File: config.mk
export PLATFORM = sky130hd
export DESIGN_NAME = pdiom_top
export DESIGN_NICKNAME = d
export VERILOG_FILES = /design/src/pkg/pdiom_pkg.sv /design/src/rtl/pdiom_top.sv
export SDC_FILE = /design/constraint.sdc
export NUM_CORES = 1
export LEC_CHECK = 0
export ABC_AREA = 1
export BUFFER_PORTS_ARGS = -buffer_cell sky130_fd_sc_hd__buf_4
export CORE_MARGIN = 2
export CORE_UTILIZATION = 60
export CTS_BUF_LIST = sky130_fd_sc_hd__clkbuf_4
export DETAILED_ROUTE_END_ITERATION = 16
export PLACE_DENSITY = 0.83
export SLEW_MARGIN = 25
export SYNTH_ARGS = -nofsm -noshare
export SYNTH_HDL_FRONTEND = slang
export SYNTH_SLANG_ARGS = --single-unit
File: constraint.sdc
create_clock -name clk -period 2.33 [get_ports clk]
set_input_delay 0.233 -clock clk [delete_from_list [all_inputs] [get_ports clk]]
set_output_delay 0.233 -clock clk [all_outputs]
set_load 0.1 [all_outputs]
File: src/pkg/pdiom_pkg.sv
// Package for the programmable discrete I/O mapper: map, codes, resets, carriers
package pdiom_pkg;

  // ==========================================================================
  // Register map (byte addresses, one 32-bit word each)
  localparam logic [7:0] OFF_DI1_FN  = 8'h00;  // Input line 1 function setting
  localparam logic [7:0] OFF_DI2_FN  = 8'h04;  // Input line 2 function setting
  localparam logic [7:0] OFF_DI3_FN  = 8'h08;  // Input line 3 function setting
  localparam logic [7:0] OFF_DI4_FN  = 8'h0c;  // Input line 4 function setting
  localparam logic [7:0] OFF_DI5_FN  = 8'h10;  // Input line 5 function setting
  localparam logic [7:0] OFF_DO1_FN  = 8'h14;  // Output line 1 function setting
  localparam logic [7:0] OFF_DO2_FN  = 8'h18;  // Output line 2 function setting
  localparam logic [7:0] OFF_ZS_THR  = 8'h1c;  // Zero-speed threshold
  localparam logic [7:0] OFF_STATE   = 8'h20;  // Live state, read only
  localparam logic [7:0] OFF_IRQ_ST  = 8'h24;  // Sticky events, read only
  localparam logic [7:0] OFF_IRQ_CLR = 8'h28;  // Write one to clear, write only
  localparam logic [7:0] OFF_IRQ_EN  = 8'h2c;  // Interrupt enables

  // ==========================================================================
  // Function codes
  localparam logic [7:0] DI_ALARM_CLEAR = 8'h02;
  localparam logic [7:0] DI_EMERG_HALT  = 8'h21;
  localparam logic [7:0] DI_REV_LIMIT   = 8'h22;
  localparam logic [7:0] DI_FWD_LIMIT   = 8'h23;
  localparam logic [7:0] DO_DRIVE_READY = 8'h01;
  localparam logic [7:0] DO_ZERO_SPEED  = 8'h03;

  // ==========================================================================
  // Reset values; an input setting holds two codes, slot 0 low byte
  localparam logic [15:0] RST_DI1_FN = 16'h0000;
  localparam logic [15:0] RST_DI2_FN = 16'h0000;
  localparam logic [15:0] RST_DI3_FN = 16'h0022;
  localparam logic [15:0] RST_DI4_FN = 16'h0023;
  localparam logic [15:0] RST_DI5_FN = 16'h0221;
  localparam logic [7:0]  RST_DO1_FN = 8'h01;
  localparam logic [7:0]  RST_DO2_FN = 8'h03;
  localparam logic [15:0] RST_ZS_THR = 16'h000a;
  localparam logic [1:0]  RST_ENC_POS = 2'h0;  // Both positive legs low
  localparam logic [1:0]  RST_ENC_NEG = 2'h3;  // Both negative legs high

  // ==========================================================================
  // Field positions
  localparam int EV_ALARM_SET = 0;  // Alarm raised
  localparam int EV_ALARM_CLR = 1;  // Alarm cleared
  localparam int EV_ZS_ENTER  = 2;  // Motor reached zero speed
  localparam int ST_ALARM     = 0;  // State word: alarm bit
  localparam int ST_ZERO_SPEED_OUT      = 1;  // State word: zero-speed bit
  localparam int ST_DO_LSB    = 2;  // State word: output lines [3:2]
  localparam int ST_DI_LSB    = 4;  // State word: input lines [8:4]

  // ==========================================================================
  // Carriers
  typedef struct packed {
    logic [7:0]  addr;   // Byte address
    logic [31:0] wdata;  // Write data
    logic        wr;     // Write strobe
    logic        rd;     // Read strobe
  } pdiom_bus_s;

  typedef struct packed {
    logic        powered;      // Drive power is up
    logic        ctrl_fault;   // Control circuit alarm
    logic        power_fault;  // Motor power circuit alarm
    logic [15:0] speed;        // Measured motor speed magnitude
    logic        enc_a;        // Quadrature A from position logic
    logic        enc_b;        // Quadrature B from position logic
  } pdiom_drv_s;

endpackage

File: src/rtl/pdiom_top.sv
// Programmable discrete I/O mapper: function decode, alarm, outputs, registers
//
// The implementer's own choices: the register addresses and strobed register access.
`timescale 1ns/1ps

// Contract
// - Five input lines, two output lines
// - Per-line setting register selects its function
// - Input codes 02 clear, 21 halt, 22 reverse
// - Output codes 01 ready, 03 zero speed
// - Default mapping identical in every operating mode
// - Ready only when powered and alarm free
// - Zero speed when speed below threshold
// - Alarm clear resets alarm, ready returns
// - Emergency halt inactive raises alarm
// - Reverse limit inactive raises alarm
// - Forward limit code 23, inactive raises alarm
// - Encoder A/B as complementary pairs
module pdiom_top #(
  parameter int N_DI = 5,  // Input lines
  parameter int N_DO = 2   // Output lines
) (
  input  wire logic               clk,
  input  wire logic               rstn,
  input  wire pdiom_pkg::pdiom_bus_s bus,
  output logic [31:0]             rdata,
  input  wire pdiom_pkg::pdiom_drv_s drv,
  input  wire logic [N_DI-1:0]    di_line,
  output logic [N_DO-1:0]         do_line,
  output logic                    enc_a_pos,
  output logic                    enc_a_neg,
  output logic                    enc_b_pos,
  output logic                    enc_b_neg,
  output logic                    irq
);

  // ==========================================================================
  // State
  typedef struct packed {
    logic [N_DI-1:0][15:0] di_fn;    // Input function settings
    logic [N_DO-1:0][7:0]  do_fn;    // Output function settings
    logic [15:0]           zs_thr;   // Zero-speed threshold
    logic [N_DI-1:0]       di_q;     // Last input sample, for clear edge
    logic                  alarm;    // fault_alarm
    logic                  zero_speed_out;     // Speed below threshold
    logic [2:0]            ist;      // Sticky events
    logic [2:0]            ien;      // Event enables
    logic [N_DO-1:0]       do_out;   // Output lines
    logic [1:0]            enc_pos;  // A, B positive legs
    logic [1:0]            enc_neg;  // A, B negative legs
    logic                  irq;      // Interrupt level
    logic [31:0]           rdata;    // Read answer
  } pdiom_state_s;

  pdiom_state_s st_reg;   // Registered state
  pdiom_state_s st_next;  // Next state

  // ==========================================================================
  // Per-line function decode
  logic [N_DI-1:0] nc_open;    // Assigned contact-B function found open
  logic [N_DI-1:0] clr_edge;   // Alarm clear line just turned on

  genvar gi;
  generate
    for (gi = 0; gi < N_DI; gi++) begin : g_di
      logic [1:0] is_nc;  // Slot holds halt or a travel limit
      logic [1:0] is_clr; // Slot holds alarm clear
      for (genvar gs = 0; gs < 2; gs++) begin : g_slot
        // Unknown or zero codes match nothing, so stay inactive
        assign is_nc[gs] = (st_reg.di_fn[gi][gs*8 +: 8] == pdiom_pkg::DI_EMERG_HALT) ||
                           (st_reg.di_fn[gi][gs*8 +: 8] == pdiom_pkg::DI_REV_LIMIT)  ||
                           (st_reg.di_fn[gi][gs*8 +: 8] == pdiom_pkg::DI_FWD_LIMIT);
        assign is_clr[gs] = (st_reg.di_fn[gi][gs*8 +: 8] == pdiom_pkg::DI_ALARM_CLEAR);
      end
      // Contact B: a line off means broken circuit
      assign nc_open[gi]  = (|is_nc) && !di_line[gi];
      assign clr_edge[gi] = (|is_clr) && di_line[gi] && !st_reg.di_q[gi];
    end
  endgenerate

  // Alarm cause from contacts or from the drive's own circuits
  logic cause;
  assign cause = (|nc_open) || drv.ctrl_fault || drv.power_fault;

  // ==========================================================================
  // Next-state logic
  always_comb begin
    logic ready_n;   // Drive ready, next value
    logic [31:0] rd_v;  // Read mux
    logic [2:0] ev;  // Events this cycle
    ready_n = 1'b0;
    rd_v    = 32'h0000_0000;
    ev      = 3'h0;
    st_next = st_reg;
    st_next.di_q = di_line;

    // Register writes
    if (bus.wr) begin
      unique case (bus.addr)
        pdiom_pkg::OFF_DI1_FN: st_next.di_fn[0] = bus.wdata[15:0];
        pdiom_pkg::OFF_DI2_FN: st_next.di_fn[1] = bus.wdata[15:0];
        pdiom_pkg::OFF_DI3_FN: st_next.di_fn[2] = bus.wdata[15:0];
        pdiom_pkg::OFF_DI4_FN: st_next.di_fn[3] = bus.wdata[15:0];
        pdiom_pkg::OFF_DI5_FN: st_next.di_fn[4] = bus.wdata[15:0];
        pdiom_pkg::OFF_DO1_FN: st_next.do_fn[0] = bus.wdata[7:0];
        pdiom_pkg::OFF_DO2_FN: st_next.do_fn[1] = bus.wdata[7:0];
        pdiom_pkg::OFF_ZS_THR: st_next.zs_thr   = bus.wdata[15:0];
        pdiom_pkg::OFF_IRQ_EN: st_next.ien      = bus.wdata[2:0];
        default: ;  // Read-only, clear handled below, unmapped ignored
      endcase
    end

    // Alarm: a live cause wins over a clear in the same cycle
    if (cause) begin
      st_next.alarm = 1'b1;
    end else if (|clr_edge) begin
      st_next.alarm = 1'b0;
    end

    // Zero-speed compare, strictly below
    st_next.zero_speed_out = (drv.speed < st_reg.zs_thr);

    // Ready follows the alarm without extra lag
    ready_n = drv.powered && !st_next.alarm;

    // Output mapping per line
    for (int i = 0; i < N_DO; i++) begin
      if (st_reg.do_fn[i] == pdiom_pkg::DO_DRIVE_READY) begin
        st_next.do_out[i] = ready_n;
      end else if (st_reg.do_fn[i] == pdiom_pkg::DO_ZERO_SPEED) begin
        st_next.do_out[i] = st_next.zero_speed_out;
      end else begin
        st_next.do_out[i] = 1'b0;  // Unassigned output stays off
      end
    end

    // Encoder line driver pairs
    st_next.enc_pos = {drv.enc_b, drv.enc_a};
    st_next.enc_neg = {!drv.enc_b, !drv.enc_a};

    // Events; a new event beats a clear in the same cycle
    ev[pdiom_pkg::EV_ALARM_SET] = !st_reg.alarm && st_next.alarm;
    ev[pdiom_pkg::EV_ALARM_CLR] = st_reg.alarm && !st_next.alarm;
    ev[pdiom_pkg::EV_ZS_ENTER]  = !st_reg.zero_speed_out && st_next.zero_speed_out;
    if (bus.wr && (bus.addr == pdiom_pkg::OFF_IRQ_CLR)) begin
      st_next.ist = st_reg.ist & ~bus.wdata[2:0];
    end
    st_next.ist = st_next.ist | ev;
    st_next.irq = |(st_next.ist & st_next.ien);

    // Read answer, one cycle after the strobe
    if (bus.rd) begin
      unique case (bus.addr)
        pdiom_pkg::OFF_DI1_FN: rd_v = {16'h0000, st_reg.di_fn[0]};
        pdiom_pkg::OFF_DI2_FN: rd_v = {16'h0000, st_reg.di_fn[1]};
        pdiom_pkg::OFF_DI3_FN: rd_v = {16'h0000, st_reg.di_fn[2]};
        pdiom_pkg::OFF_DI4_FN: rd_v = {16'h0000, st_reg.di_fn[3]};
        pdiom_pkg::OFF_DI5_FN: rd_v = {16'h0000, st_reg.di_fn[4]};
        pdiom_pkg::OFF_DO1_FN: rd_v = {24'h000000, st_reg.do_fn[0]};
        pdiom_pkg::OFF_DO2_FN: rd_v = {24'h000000, st_reg.do_fn[1]};
        pdiom_pkg::OFF_ZS_THR: rd_v = {16'h0000, st_reg.zs_thr};
        pdiom_pkg::OFF_STATE: begin
          rd_v[pdiom_pkg::ST_ALARM] = st_reg.alarm;
          rd_v[pdiom_pkg::ST_ZERO_SPEED_OUT]  = st_reg.zero_speed_out;
          rd_v[pdiom_pkg::ST_DO_LSB +: N_DO] = st_reg.do_out;
          rd_v[pdiom_pkg::ST_DI_LSB +: N_DI] = st_reg.di_q;
        end
        pdiom_pkg::OFF_IRQ_ST: rd_v = {29'h0000_0000, st_reg.ist};
        pdiom_pkg::OFF_IRQ_EN: rd_v = {29'h0000_0000, st_reg.ien};
        default: rd_v = 32'h0000_0000;  // Unmapped and write-only read zero
      endcase
    end
    st_next.rdata = rd_v;
  end

  // ==========================================================================
  // State register; defaults same in every mode
  always_ff @(posedge clk or negedge rstn) begin
    if (!rstn) begin
      st_reg          <= '0;
      st_reg.di_fn[0] <= pdiom_pkg::RST_DI1_FN;
      st_reg.di_fn[1] <= pdiom_pkg::RST_DI2_FN;
      st_reg.di_fn[2] <= pdiom_pkg::RST_DI3_FN;
      st_reg.di_fn[3] <= pdiom_pkg::RST_DI4_FN;
      st_reg.di_fn[4] <= pdiom_pkg::RST_DI5_FN;
      st_reg.do_fn[0] <= pdiom_pkg::RST_DO1_FN;
      st_reg.do_fn[1] <= pdiom_pkg::RST_DO2_FN;
      st_reg.zs_thr   <= pdiom_pkg::RST_ZS_THR;
      st_reg.enc_pos  <= pdiom_pkg::RST_ENC_POS;
      st_reg.enc_neg  <= pdiom_pkg::RST_ENC_NEG;
    end else begin
      st_reg <= st_next;
    end
  end

  // Outputs straight from the state flops
  assign rdata     = st_reg.rdata;
  assign do_line   = st_reg.do_out;
  assign enc_a_pos = st_reg.enc_pos[0];
  assign enc_b_pos = st_reg.enc_pos[1];
  assign enc_a_neg = st_reg.enc_neg[0];
  assign enc_b_neg = st_reg.enc_neg[1];
  assign irq       = st_reg.irq;
endmodule // pdiom_top

After elaboration in Yosys (flattened, before gate mapping):

Index checks and enable logic that the tools add are counted.

* register bits after elaboration: 164
* latch bits: 0
* memory bits (writable): 0
* ROM bits: 0
* input port bits: 70
* output and inout port bits: 39
* word-level logic and storage cells: 169
* memories: 0

* add/subtract/negate cells: 0
* multiply operators: 0
* div/mod/pow operators: 0
* magnitude comparators: 1
* equal/unequal tests: 55
* shift operators: 0
* multiplexer cells: 12
* bitwise gates (word level): 4
* reduce and logical (&&, ||, !) cells: 79

Operators by type and width (count)
* equality test 8 x 6 -> 1 bit, second input constant: 34
* one-hot mux 9 bit (11 select lines): 1
* equality test 8 x 2 -> 1 bit, second input constant: 12
* one-hot mux 7 bit (6 select lines): 1
* equality test 8 x 5 -> 1 bit, second input constant: 4
* logical OR 1 bit: 22
* logical AND 1 bit: 20
* OR reduction 2 bit: 10
* equality test 8 x 1 -> 1 bit, second input constant: 2
* equality test 8 x 4 -> 1 bit, second input constant: 2
* less-than comparator 16 bit: 1
* two-way mux 16 bit: 1
* AND reduction 2 bit: 8
* logical NOT 1 bit: 15
* OR reduction 5 bit: 2
* two-way mux 3 bit: 3
* equality test 8 x 3 -> 1 bit, second input constant: 1
* logical NOT 8 bit: 1
* AND 3 bit: 2
* two-way mux 1 bit: 6
* inverter 3 bit: 1
* bitwise OR 3 bit: 1
* OR reduction 3 bit: 1

Logic depth before layout (Yosys ltp):

Gate-level depths: netlist of the first run.

* word-level depth: 14
* mapped depth: 14

Worst setup path before layout of the first run:

No wires, ideal clock.

* path type: flip-flop to flip-flop
* from: register st_reg[53] (netlist bit)
* to: register st_reg (netlist bit do_line[0])
* setup time: 0.077 ns
* arrival time: 1.564 ns
* path slack: 0.688 ns
* cell stages (with the launch flop): 12
* buffers on the path: 0
* path through: dfstp_2 inv_1 ha_1 o21ai_0 nand2_1 nand3_1 nand2_1 nand2_1 nand2_1 a21boi_0 nand2_1 a21oi_1

RTL lines
* from (decl): line pdiom_top.sv:55 `pdiom_state_s st_reg;`
* from (signal assigned): line pdiom_top.sv:192 `st_reg <= st_next;`

==> results of run 1 <==
## layout make-up
class | count | share of cell area, %
multi-input combinational | 619 | 35.2
inverter | 134 | 5.96
clock buffer | 25 | 2.21
clock inverter | 7 | 0.956
tap | 172 | 2.53
sequential | 148 | 43.8
antenna | 1 | 0.0294
timing repair buffer | 99 | 9.34
## metal layers
metal	wire (um)	GRT usage, %	share of wire, %	vias to the layer above
li1	-	-	-	3147
met1	8220	42.6	43	3102
met2	8750	45.3	46	317
met3	1580	5.97	8.3	47
met4	548	12.2	2.9	0
met5	0	0	0	-
## Yosys cell counts
master     count  share of area [%]
o31a_1         3               0.35
a21oi_1       27                1.8
o2bb2ai_1      1               0.12
o21ai_0      101                6.7
nor4_1         3               0.25
a21boi_0       1              0.099
clkbuf_1       7               0.35
buf_4         35                3.5
nand3_2        1               0.13
a41oi_1        1               0.12
nand4_1        9               0.74
nand3_1       13               0.86
nand2_1      249                 12
o21a_1         4               0.40
inv_2          8               0.40
nand2_2        8               0.66
ha_1          15                2.5
o221ai_2       1               0.20
buf_2         14               0.92
nor2_1        71                3.5
nor3_1         6               0.40
conb_1         1              0.049
nor2_2         1              0.083
o221ai_1       1               0.12
nand2_4        4               0.59
inv_1        124                6.1
o2111ai_1      1               0.12
o22ai_1       20                1.6
o21ai_1       44                2.9
nor3_4         1               0.21
a31oi_1        5               0.41
clkinv_2       1              0.066
dfstp_2       15                5.2
buf_6          5               0.74
dfrtp_1      133                 44
nor2_4         6               0.89
a221oi_1       4               0.46
a211oi_1       1              0.099
a22o_2         1               0.13
inv_4          1              0.083
## cells by family (layout without fill, tap and decap cells)
logic type | after synthesis | in the layout | share of synthesized area, %
other | 1 | 17 | 0.0494
adders and majority gates | 15 | 15 | 2.47
AOI/OAI and AO/OA | 216 | 216 | 15.6
and+or+nand+nor | 372 | 372 | 20.6
DFF | 148 | 148 | 49.1
buffers and inverters | 195 | 265 | 12.2
## repair_timing
item	4_1_cts	5_1_grt
endpoints found under the hold margin	76	0
endpoints found under the setup margin	0	0
hold buffers	14	0
## critical path, stage by stage (launching register included)
cell	delay, ns
dfrtp_1	0.43
inv_1	0.06
ha_1	0.29
a21oi_1	0.13
o21ai_0	0.10
a21oi_1	0.19
a21boi_0	0.21
buf_4	0.16
nand2_1	0.05
a21oi_1	0.15
## power breakdown
group / switching [mW] / total [mW] / leakage (nW) / internal [mW]
clock: 0.827 / 1.55 / 0.156 / 0.719
sequential: 0.0902 / 2.80 / 1.93 / 2.71
combinational: 0.509 / 0.733 / 2.03 / 0.224
## final timing paths
path                            start           to  cells after the start
setup / recovery           st_reg[65]   do_line[1]                      9
hold / removal                bus[10]   st_reg[60]                      3
setup reg to reg           st_reg[65]   do_line[1]                      9
hold reg to reg            st_reg[76]   st_reg[76]                      2
max in group asynchronous        rstn  st_reg[121]                      3
min in group asynchronous        rstn   st_reg[67]                      2
## stage by stage
step                power, mW  util (%)  instance area (sq um)  hold WS [ns]  setup WS, ns
detailed placement       3.56      65.0                   8100         0.215         0.459
CTS                      5.10      68.2                   8510       0.00981         0.515
finish                   5.08      68.3                   8510        0.0516         0.494
floorplan                3.30         -                   7640       -0.0626         0.688
global placement         3.53      65.0                   8100         0.220         0.527
global route             5.32      68.3                   8510        0.0460         0.290
==> metrics, run 1 <==
syn avg cell area between 8 and 9 sq um; Crit Path Class reg2reg; global-route wire length before repair 30.2 mm; Pins Over Slew Limit 0; YS warnings 0; fin crit share 78.8%; Critical Path Source Type register; fin crit period ~1.8 ns; CTS clock-pin slew for the worst setup and hold paths 0.11 ns; Chip Width about 120 um; status finished clean; Area growth syn-to-layout 12.2%; number of flip-flops under the largest register name 125; worst path arrival time ~2.3 ns; clock skew roughly 0.013 ns; H-tree depth 4; I/O pin total 109; CTS tree done; initial antenna violation count 1; CP Max Fanout 3; Die Area between 10000 and 15000 sq um; post-CTS sizing 0; Worst setup EP type register; Cell Pwr Density just under 600 nW/um^2; Yosys reg bits around 150; vias in the first global route around 6000; drt first pass iters 8; Max VDD drop roughly 0.37 mV; Initial DRC Count between 600 and 700; Unique masters post-synth 40; r2r setup slk between 0.4 and 0.5 ns; TNS Setup 0 ns; DR DRC count 0; Total GRT Usage approximately 30%; fmax 545 MHz; RD Place Congestion 0.933; global route overflow 0; final hold vios 0; RSZ-0062 raised after global routing no; Vias/cell about 5.5; maximum root-to-sink buffer count 2; Final ANT Viol Nets 0; final net count between 1000 and 1500; CTS root buffer clkbuf_4; sequential cell area fraction in the yosys report around half; Register Area about 3700 sq um; placed cell count about 1200; Vias 6613; Post-CTS Setup Repair Bufs 0; DP HPWL around 14 mm; Non-Filler Instances ~1200; CTS Buf Count 17; Static Leak 4.11 nW; starting density of the core approximately 61%; WP data required 2.81 ns; most frequent cells in the layout nand2_1 (249), dfrtp_1 (133), inv_1 (124), o21ai_0 (101), buf_4 (83); WL/cell between 15 and 20 um; final setup violating endpoints 0; Cell Area, Synth around 7600 sq um; largest net degree at the start of global routing 57; core area about 12000 sq um; Max-Slew Margin vs Limit 61.1%; Fill cells 1047; clock sinks approximately 150; Mapped Cells 947; layout cells sized above 1 ~16%; Die H about 120 um; Worst-Margin Slew 0.581 ns; worst skew pair latency 0.55 ns; Port Buffers 76; most common cell after layout, fill and taps aside nand2_1; max_cap viols 0; worst min-delay path category in2reg; wirelength, routed ~19 mm; Multi-input gate area about 3000 sq um; std cell rows just over 40
Power figures use the tool's default switching activity.
==> inputs of run 2 (changes only) <==
Settings changed: ABC_AREA 1 to 0, CORE_UTILIZATION 60 to 54, PLACE_DENSITY 0.83 to 0.79.
Clock period 2.33 ns to 1.6 ns, I/O delays scaled along.
==> run 2 against run 1 <==
- the run now ends with negative setup slack left
- first-iteration DRC count increased by 37%
- synthesized area decreased by 3.6%
- clock-buffer cell count decreased by 5
- worst setup slack got worse by 0.97 ns
- critical path depth decreased by 2
- wire length increased by 27%
- sequential power increased by 46%
- sequential cell count unchanged
- via count decreased by 1.8%
- die area increased by 6.8%
- non-clock buffer count increased by 163
- critical path type unchanged
- largest cell class unchanged
==> metrics, run 2 <==
layout cells sized above 1 51.7% (+36 points); final net count 947 (-14%); placed cell count 984 (-15%); most common cell after layout, fill and taps aside buf_4; Unique masters post-synth 59 (+48%); CTS Buf Count 17 (unchanged); clock skew 0.0192 ns (+0.00600 ns); global-route wire length before repair 36.7 mm (+22%); CP Max Fanout 3 (unchanged); largest net degree at the start of global routing 40 (-30%); top post-synthesis cells by area dfrtp_1 (46%), mux2_2 (12%), dfstp_2 (5.4%), a22oi_1 (3.8%), buf_4 (3.6%); Mapped Cells 621 (-34%); worst path arrival time 2.58 ns (+0.26 ns); Port Buffers 76 (unchanged); CTS root buffer clkbuf_4; Total GRT Usage 34.5% (+4.6 points); worst min-delay path category in2async; final hold vios 0 (unchanged); vias in the first global route 6562 (+9.5%); failing checks negative setup slack; core area 13200 sq um (+6.2%); Crit Path Class reg2reg; WP data required 2.10 ns (-0.71 ns); leading cell types by count after synthesis dfrtp_1 (133), mux2_2 (79), a22oi_1 (37), nand2_1 (37); initial antenna violation count 2 (+1); drt first pass iters 5 (-3); async set-reset flop share out of synthesis 100% (unchanged); slowest CP cell or3_4; syn avg cell area 11.8 sq um (+47%); Slowest Stage Delay on Critical Path 0.45 ns (+0.02 ns); status finished with violations; YS warnings 0 (unchanged); Cell Pwr Density 784 nW/um^2 (+31%); Die H 120 um (+3.4%); std cell rows 42 (+2.4%); Final ANT Viol Nets 0 (unchanged); final worst slack -0.479 ns (-0.973 ns); Non-Filler Instances 1053 (-13%); H-tree depth 4 (unchanged); clock sinks 148 (unchanged); Chip Width 120 um (+3.4%); final setup violating endpoints 8 (+8); Area growth syn-to-layout 39.2%; Post-DP Area 9170 sq um (+13%); DP HPWL 17.2 mm (+21%); Static Leak 4.82 nW (+17%); fin crit share 130% (+51 points); Vias/cell 6.16 (+12%); CTS clock-pin slew for the worst setup and hold paths 0.12 ns (about the same); fmax 481 MHz (-12%); area leader, netlist dfrtp_1; dpl ws -0.517 ns (-0.976 ns); Post-synth EDFFs 0 (unchanged); design area 10200 sq um (+20%); Pins Over Slew Limit 0 (unchanged); Initial DRC Count 888 (+37%); Max VDD drop 0.674 mV (+81%); most frequent cells in the layout buf_4 (221), dfrtp_1 (133), mux2_2 (79), a22oi_1 (37), nand2_1 (36); Max-Slew Margin vs Limit 58.3% (-2.9 points); Critical Path Source Type register; max_cap viols 0 (unchanged); WHS 0.0585 ns (+0.00692 ns); sequential cell area fraction in the yosys report 50.9% (+1.9 points); maximum root-to-sink buffer count 2 (unchanged); wirelength, routed 24.2 mm (+27%); number of flip-flops under the largest register name 125 (unchanged); DR DRC count 0 (unchanged); TNS Setup -2.87 ns (-2.87 ns); RSZ-0062 raised after global routing yes; most frequent cell after synthesis dfrtp_1; crit-path cells inv_2 -> ha_4 -> and4_1 -> a221o_1 -> or3_4 -> nor2_2 -> o211a_1; Cell Area, Synth 7310 sq um (-3.6%); Die Area 14500 sq um (+6.8%); RD Place Congestion 1.06 (+14%); I/O pin total 109 (unchanged); global route overflow 0 (unchanged); Worst-Margin Slew 0.617 ns (+0.0364 ns); CTS tree done; worst skew pair latency 0.57 ns (+0.02 ns); Worst setup EP type register; share of the synthesized area in the top cell type 45.5% (+1.7 points); ys flop type dfrtp_1; Yosys reg bits 148 (unchanged); starting density of the core 55.2% (-5.7 points); Vias 6491 (-1.8%); fin crit period 2.08 ns (+0.243 ns); WL/cell 23.0 um (+45%)
## run 2: changes by cell type after synthesis, moves of 37 or more
cell | previous run | this run
o21ai_1 | 44 | 0
o21ai_0 | 101 | 35
inv_1 | 124 | 27
mux2_2 | 0 | 79
nand2_1 | 249 | 37
a22oi_1 | 0 | 37
nor2_1 | 71 | 23
## run 2: final timing paths
kind                            start          end  slack [ns]  cells after the start
max in group asynchronous        rstn  st_reg[132]        0.92                      3
hold / removal                   rstn   st_reg[75]        0.06                      2
hold reg to reg            st_reg[68]   st_reg[68]        0.50                      2
min in group clk               bus[4]  st_reg[102]        0.07                      3
setup reg to reg           st_reg[66]   do_line[0]       -0.48                      7
setup / recovery           st_reg[66]   do_line[0]       -0.48                      7
## run 2: metrics by stage
| step | utilization [%] | power (mW) |
|---|---|---|
| 3_3_place_gp | 69.2 | 5.39 |
| 3_5_place_dp | 69.2 | 5.44 |
| 4_1_cts | 74.8 | 7.87 |
| 5_1_grt | 76.8 | 8.26 |
| 2_1_floorplan | - | 4.80 |
| 6_report | 76.8 | 7.97 |
## run 2: kinds of logic after synthesis
group / Yosys count / share of synthesized area [%]
simple gates: 160 / 13.7
buf+inv: 82 / 6.45
other cells: 1 / 0.0513
flops: 148 / 50.9
compound gates: 123 / 11.8
fa+ha+maj: 15 / 2.57
mux: 92 / 14.5
## run 2: critical path: cells and delay by family (launching register included)
family                   cells  cell delay [ns]
AO/OA/AOI/OAI                2             0.55
adder cells (fa/ha/maj)      1             0.20
flip-flops                   1             0.41
buffers and inverters        1             0.07
AND/OR/NAND/NOR              3             0.78
## run 2: timing repair
| action | 4_1_cts | 5_1_grt |
|---|---|---|
| hold buffers | 24 | 0 |
| pin swaps | 19 | 25 |
| endpoints found under the setup margin | 8 | 13 |
| resized for setup | 34 | 38 |
| setup buffers | 7 | 6 |
| hold endpoints to repair | 239 | 0 |
## run 2: cell type report
| cell class | instances | area, sq um |
|---|---|---|
| Clock inverter | 12 | 133 |
| Fill cell | 835 | 3070 |
| Inverter | 27 | 101 |
| Tap cell | 176 | 220 |
| Sequential cell | 148 | 3720 |
| Antenna cell | 2 | 5.00 |
| Timing Repair Buffer | 262 | 2190 |
| Clock buffer | 20 | 150 |
| Multi-Input combinational cell | 406 | 3650 |
## run 2: where the power goes
group	internal [mW]	switching, mW
Combinational	0.668	0.859
Sequential	3.93	0.156
Clock	0.975	1.38
Total	5.58	2.40
## run 2: per-layer routing
metal | wire, um | share of wire, % | global-route usage [%] | vias up
met4 | 1030 | 4.3 | 15.4 | 0
met5 | 0 | 0 | 0 | -
met2 | 11100 | 46 | 53.6 | 455
met3 | 2560 | 11 | 10.1 | 90
met1 | 9510 | 39 | 45.1 | 3180
li1 | - | - | - | 2766
==> inputs of run 3 (changes only) <==
Settings changed: CORE_UTILIZATION 54 to 52, CTS_BUF_LIST sky130_fd_sc_hd__clkbuf_4 to sky130_fd_sc_hd__clkbuf_8 sky130_fd_sc_hd__clkbuf_16, PLACE_DENSITY 0.79 to 0.77.
==> run 3 against run 2 <==
- the flow still finishes with violations (negative setup slack)
- clock power rose by 69%
- non-clock buffer count fell by 8
- cell count fell by 0.57%
- register-to-register slack improved by 0.02 ns
- first-iteration DRC count fell by 19%
- maximum frequency rose by 1.0%
- core utilization fell by 1.0 points
- via count fell by 0.54%
- worst hold slack got worse by 0.047 ns
==> metrics, run 3 (synthesized netlist as in run 2, its figures left out) <==
global-route wire length before repair 37.1 mm (+0.94%); Critical Path Source Type register; vias in the first global route 6649 (+1.3%); starting density of the core 52.9% (-2.3 points); Max-Slew Margin vs Limit 66.0% (+7.8 points); Die Area 15000 sq um (+3.7%); most frequent cells in the layout buf_4 (223), dfrtp_1 (131), mux2_2 (79), nand2_1 (35), a22oi_1 (34); largest net degree at the start of global routing 38 (-5.0%); global route overflow 0 (unchanged); final worst slack -0.458 ns (+0.0214 ns); DR DRC count 0 (unchanged); Total GRT Usage 33.8% (-0.67 points); I/O pin total 109 (unchanged); RSZ-0062 raised after global routing yes; Max VDD drop 0.739 mV (+9.7%); CTS clock-pin slew for the worst setup and hold paths 0.06 ns (-0.06 ns); Crit Path Class reg2reg; Die H 123 um (+1.8%); number of flip-flops under the largest register name 125 (unchanged); Pins Over Slew Limit 0 (unchanged); clock skew 0.00871 ns (-0.0105 ns); initial antenna violation count 0 (-2); DP HPWL 17.2 mm (-0.12%); max_cap viols 0 (unchanged); RD Place Congestion 0.941 (-11%); Fill cells 863 (+3.4%); CP Max Fanout 3 (unchanged); Vias/cell 6.17 (about the same); Port Buffers 76 (unchanged); final hold vios 0 (unchanged); wirelength, routed 24.7 mm (+2.0%); worst skew pair latency 0.44 ns (-0.13 ns); Worst setup EP type register; CTS Buf Count 17 (unchanged); Cell Pwr Density 912 nW/um^2 (+16%); Area growth syn-to-layout 43.3%; fin crit share 129% (-1.3 points); worst min-delay path category in2reg; TNS Setup -2.76 ns (+0.110 ns); final net count 939 (-0.84%); drt first pass iters 6 (+1); Static Leak 4.95 nW (+2.8%); design area 10500 sq um (+3.0%); R2R depth 8 (+1); final setup violating endpoints 23 (+15); WP data required 1.94 ns (-0.16 ns); clock sinks 148 (unchanged); CTS root buffer clkbuf_16; number of antenna diodes 0 (-2); Initial DRC Count 715 (-19%); CTS tree done; Post-DP Area 9260 sq um (+0.98%); std cell rows 43 (+2.4%); Vias 6456 (-0.54%); most common cell after layout, fill and taps aside buf_4; status finished with violations; hold path depth 2; WL/cell 23.6 um (+2.5%); dpl ws -0.501 ns (+0.0157 ns); layout cells sized above 1 53.7% (+2.1 points); fin crit period 2.06 ns (-0.0214 ns); worst path arrival time 2.40 ns (-0.18 ns); Worst-Margin Slew 0.509 ns (-0.108 ns); maximum root-to-sink buffer count 2 (unchanged); fmax 486 MHz (+1.0%); H-tree depth 4 (unchanged); Chip Width 123 um (+1.8%); failing checks negative setup slack; core area 13800 sq um (+4.4%); Final ANT Viol Nets 0 (unchanged)
[run 3: changes by cell type in the layout (fill, tap and decap cells not counted), moves of 5 or more]
cell           before  now
clkbuf_4           20    0
clkbuf_16           0   17
dlygate4sd3_1      24   10
clkinvlp_4          6    1
inv_2               4    9
nor2_1             15   20
[run 3: worst paths after layout]
kind                          endpoint  slack, ns       start
hold / removal              st_reg[39]       0.01      bus[2]
hold reg to reg             st_reg[68]       0.51  st_reg[68]
min in group asynchronous   st_reg[82]       0.18        rstn
setup / recovery                   irq      -0.46  st_reg[63]
setup reg to reg                   irq      -0.46  st_reg[63]
max in group asynchronous  st_reg[117]       0.83        rstn
[run 3: worst max-delay path, cell delays in order (launching register included)]
cell,delay [ns]
dfrtp_1,0.39
inv_2,0.07
ha_4,0.20
a21oi_2,0.13
o21ai_1,0.10
a221o_1,0.41
o41ai_4,0.39
a22oi_1,0.15
o211ai_1,0.13
[run 3: power breakdown]
group          total, mW  switching [mW]  leakage [nW]  internal [mW]
clock network       3.99            1.62         0.296           2.37
registers           4.10           0.158          1.96           3.94
logic               1.47           0.841          2.70          0.627
total               9.55            2.62          4.95           6.94
[run 3: area by class of cell]
class	instances	area (sq um)	share of cell area [%]
Sequential cell	148	3720	35.6
Clock inverter	13	134	1.28
Multi-Input combinational cell	406	3710	35.4
Inverter	27	101	0.967
Tap cell	180	225	2.15
Timing Repair Buffer	254	2130	20.3
Clock buffer	19	453	4.32
[run 3: per-layer routing]
layer  global-route usage (%)  up-vias  wire [um]
met3                     9.20       74       2200
met2                     51.6      394      11400
li1                         -     2760          -
met5                        0        -         38
met1                     45.4     3226      10100
met4                     14.9        2        916
[run 3: per-stage QoR]
| stage | util, % | instances | power, mW | hold slack [ns] |
|---|---|---|---|---|
| 2_1_floorplan | - | 636 | 4.80 | -0.136 |
| 3_3_place_gp | 66.9 | 996 | 5.37 | 0.0800 |
| 3_5_place_dp | 66.9 | 996 | 5.42 | 0.0837 |
| 4_1_cts | 73.6 | 1039 | 9.46 | 0.00147 |
| 5_1_grt | 75.8 | 1047 | 9.84 | 0.0102 |
| 6_report | 75.8 | 1047 | 9.55 | 0.0117 |
[run 3: timing repair]
item                       CTS  global route
gates resized for setup     41            43
pin swaps                   12            34
hold endpoints to repair   137             0
setup buffers                2            10
setup endpoints to repair   10            15
hold buffers                10             0
